**src/hdl/pin_function_params.svh**
```systemverilog
// constants for the shared local-bus pin function block
`ifndef PIN_FUNCTION_PARAMS_SVH
`define PIN_FUNCTION_PARAMS_SVH

// ----------------------------------------
// register map
// ----------------------------------------
`define CFG_OFFSET          8'h00
`define CFG_RESET           8'h00

// ----------------------------------------
// field positions
// ----------------------------------------
`define BIT_FIRST_REQ_SEL   3
`define BIT_SECOND_REQ_EN   4
`define BIT_IO_CS_EN        5
`define BIT_SHARED_FUNC     6
`define BIT_STRAP_IND       7
`define CFG_WRITE_MASK      8'h78

// ----------------------------------------
// internal i/o decode and timing
// ----------------------------------------
`define IO_DECODE_BASE      10'h022
`define IO_DECODE_MASK      10'h3fe
`define STRAP_SETTLE_NS     40
`define CLK_PERIOD_NS       10
`define STRAP_SETTLE_CYC    ((`STRAP_SETTLE_NS + `CLK_PERIOD_NS - 1) / `CLK_PERIOD_NS)

`endif

```
**src/hdl/pin_function_pkg.sv**
```systemverilog
// types for the shared local-bus pin function block
package pin_function_pkg;

    typedef struct packed {
        logic o;
        logic oe;
    } pin_drive_t;

    typedef struct packed {
        logic strap_ind;
        logic shared_func;
        logic io_cs_en;
        logic second_req_en;
        logic first_req_sel;
    } cfg_t;

    typedef enum logic [1:0] {
        ST_SETTLE = 2'b01,
        ST_RUN    = 2'b10
    } init_state_t;

endpackage

```
**src/hdl/pin_sync.sv**
```systemverilog
// three-stage pin synchroniser with agreement filter
`timescale 1ns/1ps
module pin_sync
#(
    parameter int  WIDTH     = 3,
    parameter logic RESET_VAL = 1'b1
)
(
    input  wire logic             hclk,
    input  wire logic             hresetn,
    input  wire logic [WIDTH-1:0] pin_in,
    output logic      [WIDTH-1:0] level
);

    // ----------------------------------------
    // per-bit chain
    // ----------------------------------------
    genvar i;
    generate
        for (i = 0; i < WIDTH; i++)
        begin : g_bit
            logic s1_q;
            logic s2_q;
            logic s3_q;
            logic lvl_q;
            logic lvl_d;

            // first stage feeds only the second
            always_comb
            begin
                lvl_d = lvl_q;
                if (s2_q == s3_q)
                begin
                    lvl_d = s3_q;
                end
            end

            always_ff @(posedge hclk or negedge hresetn)
            begin
                if (!hresetn)
                begin
                    s1_q  <= RESET_VAL;
                    s2_q  <= RESET_VAL;
                    s3_q  <= RESET_VAL;
                    lvl_q <= RESET_VAL;
                end
                else
                begin
                    s1_q  <= pin_in[i];
                    s2_q  <= s1_q;
                    s3_q  <= s2_q;
                    lvl_q <= lvl_d;
                end
            end

            assign level[i] = lvl_q;
        end
    endgenerate

endmodule

```
**src/hdl/local_bus_pin_function_select.sv**
```systemverilog
// shared local-bus pin function select with ahb-lite config register
//
// Contract
// - second request is ignored while its enable bit is 0, taken when 1; the code takes it only while the function bit is also 1.
// - with chip-select enable 0, internal i/o decodes from a1..a9 only.
// - with chip-select enable 1, internal i/o also needs chip-select low; the code needs it only while the function bit is 1.
// - function bit loads the inverted strap at power-up, then is writable.
// - function 0 drives address bits 17..19, 1 gives request/grant/cs.
// - indicator bit 7 holds the inverted strap and ignores writes.
// - indicator reads 0 for a high strap and 1 for a low strap.
// - pin function follows the writable bit only, never the indicator.
// - first select 0 gives slow-down/flush pins, 1 gives request 1/grant 1.
`timescale 1ns/1ps
`include "pin_function_params.svh"
module local_bus_pin_function_select
(
    input  wire logic                        hclk,
    input  wire logic                        hresetn,
    input  wire logic                        hsel,
    input  wire logic [31:0]                 haddr,
    input  wire logic [1:0]                  htrans,
    input  wire logic                        hwrite,
    input  wire logic [2:0]                  hsize,
    input  wire logic [31:0]                 hwdata,
    input  wire logic                        hready,
    output logic                             hreadyout,
    output logic                             hresp,
    output logic [31:0]                      hrdata,
    input  wire logic                        power_up_strap_pin,
    input  wire logic                        pin60_in,
    output pin_function_pkg::pin_drive_t     pin60_drv,
    output pin_function_pkg::pin_drive_t     pin58_drv,
    input  wire logic                        pin57_in,
    output pin_function_pkg::pin_drive_t     pin57_drv,
    input  wire logic                        pin4_in,
    output logic                             pin12_out,
    input  wire logic [2:0]                  upper_system_address_bits,
    input  wire logic                        first_grant_from_arb,
    input  wire logic                        second_grant_from_arb,
    input  wire logic                        flush_from_core,
    input  wire logic                        io_cycle,
    input  wire logic [9:0]                  io_addr,
    output logic                             first_request_active,
    output logic                             second_request_active,
    output logic                             slow_down_active,
    output logic                             internal_io_select
);
    import pin_function_pkg::*;

    // ----------------------------------------
    // pin synchronisers
    // ----------------------------------------
    logic [3:0] pins_lvl;

    pin_sync #(
        .WIDTH     (4),
        .RESET_VAL (1'b1)
    ) u_sync (
        .hclk    (hclk),
        .hresetn (hresetn),
        .pin_in  ({power_up_strap_pin, pin4_in, pin57_in, pin60_in}),
        .level   (pins_lvl)
    );

    logic req2_lvl;
    logic cs_lvl;
    logic pin4_lvl;
    logic strap_lvl;
    assign req2_lvl  = pins_lvl[0];
    assign cs_lvl    = pins_lvl[1];
    assign pin4_lvl  = pins_lvl[2];
    assign strap_lvl = pins_lvl[3];

    // ----------------------------------------
    // decode helpers
    // ----------------------------------------
    function automatic logic cfg_hit(input logic [31:0] a);
        cfg_hit = (a[31:2] == 30'(`CFG_OFFSET >> 2));
    endfunction

    function automatic logic io_hit(input logic [9:0] a);
        io_hit = ((a & `IO_DECODE_MASK) == `IO_DECODE_BASE);
    endfunction

    function automatic logic [7:0] cfg_pack(input cfg_t c);
        cfg_pack = 8'h00;
        cfg_pack[`BIT_STRAP_IND]     = c.strap_ind;
        cfg_pack[`BIT_SHARED_FUNC]   = c.shared_func;
        cfg_pack[`BIT_IO_CS_EN]      = c.io_cs_en;
        cfg_pack[`BIT_SECOND_REQ_EN] = c.second_req_en;
        cfg_pack[`BIT_FIRST_REQ_SEL] = c.first_req_sel;
    endfunction

    // ----------------------------------------
    // strap capture and bus slave
    // ----------------------------------------
    // bus stalls until the strap settles, so no write races the capture
    init_state_t state_q;
    init_state_t state_d;
    logic [2:0]  settle_q;
    logic [2:0]  settle_d;
    cfg_t        cfg_q;
    cfg_t        cfg_d;
    logic        wr_pend_q;
    logic        wr_pend_d;
    logic        ready_q;
    logic        ready_d;
    logic [31:0] rdata_q;
    logic [31:0] rdata_d;
    logic        take;

    assign take = hsel && htrans[1] && hready && ready_q;

    always_comb
    begin
        state_d   = state_q;
        settle_d  = settle_q;
        cfg_d     = cfg_q;
        wr_pend_d = 1'b0;
        ready_d   = ready_q;
        rdata_d   = rdata_q;
        unique case (state_q)
            ST_SETTLE:
            begin
                settle_d = settle_q + 3'd1;
                if (settle_q == 3'(`STRAP_SETTLE_CYC))
                begin
                    cfg_d.shared_func = ~strap_lvl;
                    cfg_d.strap_ind   = ~strap_lvl;
                    state_d           = ST_RUN;
                    ready_d           = 1'b1;
                end
            end
            ST_RUN:
            begin
                if (wr_pend_q)
                begin
                    cfg_d.shared_func   = hwdata[`BIT_SHARED_FUNC];
                    cfg_d.io_cs_en      = hwdata[`BIT_IO_CS_EN];
                    cfg_d.second_req_en = hwdata[`BIT_SECOND_REQ_EN];
                    cfg_d.first_req_sel = hwdata[`BIT_FIRST_REQ_SEL];
                end
                if (take)
                begin
                    wr_pend_d = hwrite && cfg_hit(haddr);
                    rdata_d   = 32'h0000_0000;
                    if (!hwrite && cfg_hit(haddr))
                    begin
                        // forward a write landing this cycle
                        rdata_d[7:0] = cfg_pack(cfg_d);
                    end
                end
            end
            default:
            begin
                state_d = ST_SETTLE;
                ready_d = 1'b0;
            end
        endcase
    end

    always_ff @(posedge hclk or negedge hresetn)
    begin
        if (!hresetn)
        begin
            state_q   <= ST_SETTLE;
            settle_q  <= 3'd0;
            cfg_q     <= cfg_t'(5'h00);
            wr_pend_q <= 1'b0;
            ready_q   <= 1'b0;
            rdata_q   <= 32'h0000_0000;
        end
        else
        begin
            state_q   <= state_d;
            settle_q  <= settle_d;
            cfg_q     <= cfg_d;
            wr_pend_q <= wr_pend_d;
            ready_q   <= ready_d;
            rdata_q   <= rdata_d;
        end
    end

    assign hreadyout = ready_q;
    assign hrdata    = rdata_q;
    assign hresp     = 1'b0;

    // ----------------------------------------
    // pin muxing and request qualification
    // ----------------------------------------
    pin_drive_t p60_d;
    pin_drive_t p58_d;
    pin_drive_t p57_d;
    pin_drive_t p60_q;
    pin_drive_t p58_q;
    pin_drive_t p57_q;
    logic       p12_d;
    logic       p12_q;
    logic       req1_d;
    logic       req1_q;
    logic       req2_d;
    logic       req2_q;
    logic       slow_d;
    logic       slow_q;
    logic       io_d;
    logic       io_q;
    logic       req2_ok;
    logic       cs_ok;

    always_comb
    begin
        // enable only meaningful in request mode
        // chip-select only meaningful in cs mode
        req2_ok = cfg_q.shared_func && cfg_q.second_req_en;
        cs_ok   = cfg_q.shared_func && cfg_q.io_cs_en;
        p60_d.oe = !cfg_q.shared_func;
        p60_d.o  = upper_system_address_bits[0];
        p57_d.oe = !cfg_q.shared_func;
        p57_d.o  = upper_system_address_bits[2];
        p58_d.oe = 1'b1;
        p58_d.o  = cfg_q.shared_func ? !(req2_ok && second_grant_from_arb)
                                     : upper_system_address_bits[1];
        // request 2 gated by its enable
        req2_d   = req2_ok && !req2_lvl;
        // pins 4 and 12 function choice
        req1_d   = cfg_q.first_req_sel && !pin4_lvl;
        slow_d   = !cfg_q.first_req_sel && !pin4_lvl;
        p12_d    = cfg_q.first_req_sel ? !first_grant_from_arb
                                       : !flush_from_core;
        io_d     = io_cycle && io_hit(io_addr) && (!cs_ok || !cs_lvl);
    end

    // pins 60, 58 and 57 idle undriven and pin 12 idles high until the strap picks a mode
    always_ff @(posedge hclk or negedge hresetn)
    begin
        if (!hresetn)
        begin
            p60_q  <= '{o: 1'b0, oe: 1'b0};
            p58_q  <= '{o: 1'b1, oe: 1'b0};
            p57_q  <= '{o: 1'b0, oe: 1'b0};
            p12_q  <= 1'b1;
            req1_q <= 1'b0;
            req2_q <= 1'b0;
            slow_q <= 1'b0;
            io_q   <= 1'b0;
        end
        else if (ready_q)
        begin
            p60_q  <= p60_d;
            p58_q  <= p58_d;
            p57_q  <= p57_d;
            p12_q  <= p12_d;
            req1_q <= req1_d;
            req2_q <= req2_d;
            slow_q <= slow_d;
            io_q   <= io_d;
        end
    end

    assign pin60_drv             = p60_q;
    assign pin58_drv             = p58_q;
    assign pin57_drv             = p57_q;
    assign pin12_out             = p12_q;
    assign first_request_active  = req1_q;
    assign second_request_active = req2_q;
    assign slow_down_active      = slow_q;
    assign internal_io_select    = io_q;

endmodule

```
**config.mk**
```make
export PLATFORM = sky130hd
export DESIGN_NAME = local_bus_pin_function_select
export DESIGN_NICKNAME = d
export VERILOG_FILES = /design/src/hdl/pin_function_pkg.sv /design/src/hdl/pin_sync.sv /design/src/hdl/local_bus_pin_function_select.sv
export VERILOG_INCLUDE_DIRS = /design/src /design/src/hdl
export SDC_FILE = /design/constraint.sdc
export NUM_CORES = 1
export LEC_CHECK = 0
export ABC_AREA = 1
export BUFFER_PORTS_ARGS = -buffer_cell sky130_fd_sc_hd__buf_2
export CAP_MARGIN = 20
export CORE_MARGIN = 2
export CORE_UTILIZATION = 44
export DETAILED_ROUTE_END_ITERATION = 10
export HOLD_SLACK_MARGIN = 0.08
export PLACE_DENSITY = 0.85
export SYNTH_ARGS = -nofsm -noshare
export SYNTH_HDL_FRONTEND = slang
export SYNTH_SLANG_ARGS = --single-unit
```
**constraint.sdc**
```tcl
create_clock -name hclk -period 1.9 [get_ports hclk]
set_clock_uncertainty 0.1 [all_clocks]
set_input_delay 0 -clock hclk [delete_from_list [all_inputs] [get_ports hclk]]
set_output_delay 0 -clock hclk [all_outputs]
set_load 0.02 [all_outputs]
```
==> impl_metrics.py <==
metrics = {
    "sta": {
        "maxClockFrequency_ghz": 0.561,
        "hold_viol_final": 0,
        "worstMarginPinSlew_ns": 0.722,
        "maxSlewHeadroom_pct": 51.9,
        "slew_violations": 0,
        "final_critical_path_setup_slack_ns": 0.118,
        "setup_repair_after_global_routing_missed_its_margin": "false",
        "timing.final.setup_violations": 0,
        "period_share_pct": 93.8,
        "finalWorstPathRequiredPeriod_ns": 1.78,
        "final.setup.tns_ns": 0,
    },
    "clock_network": {
        "root_buffer": "sky130_fd_sc_hd__clkbuf_8",
        "cts_num_sinks": 42,
        "tritoncts.num_buffers": 5,
        "tritoncts_clock_tree": "done",
        "number_of_buffers_on_the_longest_clock_path": 2,
        "post_cts.repair.setup_buffers": 0,
        "clock_latency_ns": 0.29,
        "clk_transition_reported_paths_ns": 0.08,
        "htree_levels": 2,
    },
    "grt": {
        "global_route.overflow_total": 0,
        "grt_util_all_layers_pct": 17.4,
        "grt_antenna_before_repair": 0,
        "grt_first_pass_wirelength_um": 6890,
        "pin_count_of_the_biggest_net_entering_global_routing": 34,
        "vias_in_the_first_global_route": 1626,
    },
    "drt": {
        "drt-total-wl_um": 4170,
        "drt_pass1_iterations": 4,
        "drc": 0,
        "routed_wire_length_per_instance_um": 11.3,
        "final_antenna_net_count": 0,
        "drt-vias-per-instance": 4.35,
        "num_vias": 1599,
        "detail_route.iter0.violations": 85,
    },
    "placement": {
        "hpwl_um": 2830,
        "io_buffer_count": 76,
        "place_worst_setup_slack_ns": 0.577,
        "gp_routability_congestion": 0.742,
    },
    "setup_path": {
        "timing.critical_path.buf_inv": 1,
        "critPathMaxStageDelay_ns": 0.66,
        "critPathCaptureType": "flop",
        "critical_path_class": "flop to flop",
        "worstPathCellList": "nor2_8 -> nand4_4 -> dlygate4sd3_1 -> nor2_2 -> nand3_1 -> nand2_1",
        "timing.critical_path.required_ns": 1.99,
        "critical-path-top-delay-family": "buffers and inverters",
        "worst_setup_path_start_kind": "flop",
        "worst_path_max_delay_cell": "sky130_fd_sc_hd__dlygate4sd3_1",
        "cp.arrival_ns": 1.87,
        "cp_max_fo": 5,
    },
    "yosys": {
        "netlist_area_mm2": 0.00198,
        "synth_seq_cells": 42,
        "synth.lib_cells_used.distinct": 31,
        "synth-warning-count": 0,
        "syn-mean-instance-area_um2": 9.63,
        "yosysSeqAreaShare_pct": 54.2,
        "synthCells": 206,
    },
    "power_and_ir_drop": {
        "power_leakage_nw": 1.35,
        "seq_power_share_pct": 52.1,
        "internal_power_mw": 1.40,
        "power.density_cell_area_mw_per_mm2": 691,
        "worst_ir_drop_vdd_uv": 491,
        "switching_share_of_power_pct": 24.8,
        "power_frac_comb_pct": 13.6,
        "p_clk_share_pct": 34.3,
        "switching_power_mw": 0.462,
    },
    "final_layout": {
        "syn_to_final_growth_pct": 36.0,
        "layout.filler_cells": 383,
        "design.final.nets": 412,
        "drive_gt1_share_pct": 36.7,
        "antennaDiodeCount": 0,
    },
    "run_status": {
        "outcome": "completed",
    },
    "floorplan": {
        "die_w_um": 71.2,
        "initial_core_util_pct": 45.6,
        "die-area_mm2": 0.00506,
        "die_h_um": 71.2,
        "core-area_mm2": 0.00435,
        "io_count": 140,
        "row_count": 24,
    },
    "hold_path": {
        "hold_class": "input port to flop",
    },
    "job": {
        "cap_violations": 0,
    },
}
[worst paths after layout]
kind	start	end	slack [ns]	cells after the start
max in group asynchronous	hresetn	u_sync.g_bit[1].lvl_q$_DFFE_PN1N_	0.84	3
hold reg to reg	u_sync.g_bit[0].s1_q$_DFF_PN1_	u_sync.g_bit[0].s2_q$_DFF_PN1_	0.26	0
min in group asynchronous	hresetn	settle_q[2]$_DFFE_PN0P_	0.20	2
hold / removal	haddr[11]	hrdata[4]$_DFFE_PN0P_	0.08	8
setup / recovery	state_q[0]$_DFFE_PN1P_	hrdata[5]$_DFFE_PN0P_	0.12	6
setup reg to reg	state_q[0]$_DFFE_PN1P_	hrdata[5]$_DFFE_PN0P_	0.12	6
[cells in the mapped netlist]
master	count	share of area, %
sky130_fd_sc_hd__o211ai_1	2	0.76
sky130_fd_sc_hd__o31ai_1	1	0.38
sky130_fd_sc_hd__nor2_8	1	1.0
sky130_fd_sc_hd__or2_1	1	0.32
sky130_fd_sc_hd__o221ai_1	1	0.44
sky130_fd_sc_hd__conb_1	1	0.19
sky130_fd_sc_hd__xnor2_1	1	0.44
sky130_fd_sc_hd__clkbuf_1	1	0.19
sky130_fd_sc_hd__nand4_1	1	0.32
sky130_fd_sc_hd__inv_6	1	0.44
sky130_fd_sc_hd__or2_2	1	0.32
sky130_fd_sc_hd__ha_1	2	1.3
sky130_fd_sc_hd__nor2_4	1	0.57
sky130_fd_sc_hd__nor2_2	5	1.6
sky130_fd_sc_hd__buf_4	29	11
sky130_fd_sc_hd__dfstp_2	19	25
sky130_fd_sc_hd__dfrtp_1	23	29
sky130_fd_sc_hd__maj3_1	4	2.0
sky130_fd_sc_hd__a21oi_1	2	0.50
sky130_fd_sc_hd__nand4_4	1	1.1
sky130_fd_sc_hd__nand3_1	7	1.8
sky130_fd_sc_hd__o21ai_0	10	2.5
sky130_fd_sc_hd__nand2_1	47	8.9
sky130_fd_sc_hd__o21a_1	1	0.38
sky130_fd_sc_hd__nor3_1	1	0.25
sky130_fd_sc_hd__nand3b_1	1	0.38
sky130_fd_sc_hd__nor2_1	25	4.7
sky130_fd_sc_hd__and2_1	1	0.32
sky130_fd_sc_hd__buf_6	2	1.1
sky130_fd_sc_hd__xor2_1	1	0.44
sky130_fd_sc_hd__inv_1	12	2.3
[metal layers]
layer  global-route usage [%]  vias up  part of all wire (%)
met3                     5.13        8                   5.9
met4                     6.29        0                   1.5
met1                     20.3      730                    40
li1                         -      808                     -
met5                        0        -                     0
met2                     30.1       53                    52
[worst register-to-register path, delay by kind of cell, from the launching register on]
family        cells  cell delay, ns
flops             1            0.59
simple gates      5            0.33
buf+inv           1            0.66
[power by group through the flow]
stage          Combinational [mW]  Sequential [mW]  Clock [mW]
2_1_floorplan               0.143            0.997           0
3_5_place_dp                0.210            0.987           0
3_3_place_gp                0.205            0.985           0
4_1_cts                     0.251            0.971       0.656
6_report                    0.254            0.971       0.640
5_1_grt                     0.279            0.976       0.695
[kinds of logic (layout without fill, tap and decap cells)]
family | count (synthesis) | count (layout) | synth area share (%)
AND/OR/NAND/NOR | 93 | 93 | 21.5
buffers and inverters | 45 | 128 | 15.0
AO/OA/AOI/OAI | 17 | 17 | 4.98
adder cells (fa/ha/maj) | 6 | 6 | 3.28
other | 1 | 28 | 0.189
flip-flops | 42 | 42 | 54.2
XOR/XNOR | 2 | 2 | 0.883
[flip-flops by register name, indices dropped and copies added (netlist names), 2 cells and up]
register / count
u_sync.g_bit.s2_q: 4
hrdata: 5
pin58_drv: 2
u_sync.g_bit.s1_q: 4
pin57_drv: 2
u_sync.g_bit.s3_q: 4
cfg_q: 5
state_q: 2
settle_q: 3
u_sync.g_bit.lvl_q: 4
[layout by cell type (no fill, tap or decap), drive strengths merged, types with 2 or more instances in the layout]
| master | count |
|---|---|
| nand2 | 47 |
| dfrtp | 23 |
| o21ai | 10 |
| dfstp | 19 |
| nand3 | 7 |
| clkbuf | 7 |
| o211ai | 2 |
| inv | 14 |
| maj3 | 4 |
| conb | 28 |
| a21oi | 2 |
| buf | 79 |
| dlygate4sd3 | 28 |
| or2 | 2 |
| nor2 | 32 |
| nand4 | 2 |
| ha | 2 |
[through the flow]
stage | cell area, um^2 | power [mW] | hold WS (ns) | utilization (%) | instances
floorplan | 2090 | 1.14 | -0.396 | - | 233
global placement | 2310 | 1.19 | -0.0259 | 53.0 | 332
detailed placement | 2310 | 1.20 | -0.00812 | 53.0 | 332
CTS | 2690 | 1.88 | 0.0829 | 61.9 | 368
global route | 2700 | 1.95 | 0.129 | 62.0 | 368
finish | 2700 | 1.86 | 0.0795 | 62.0 | 368
[area by class of cell]
class | instances | area (um^2) | share of cell area (%)
clock buffers | 7 | 97.6 | 3.62
multi-input cells | 146 | 713 | 26.4
repair buffers | 107 | 687 | 25.5
clock inverters | 1 | 6.26 | 0.232
flip-flops and latches | 42 | 1080 | 39.9
inverters | 13 | 53.8 | 1.99
well taps | 52 | 65.1 | 2.41
[what timing repair did]
item / in CTS / in global routing
endpoints found under the setup margin: 0 / 4
hold buffers: 28 / 0
resized for setup: 0 / 2
endpoints found under the hold margin: 50 / 0
Note: power is estimated with default switching activity, not from simulation.
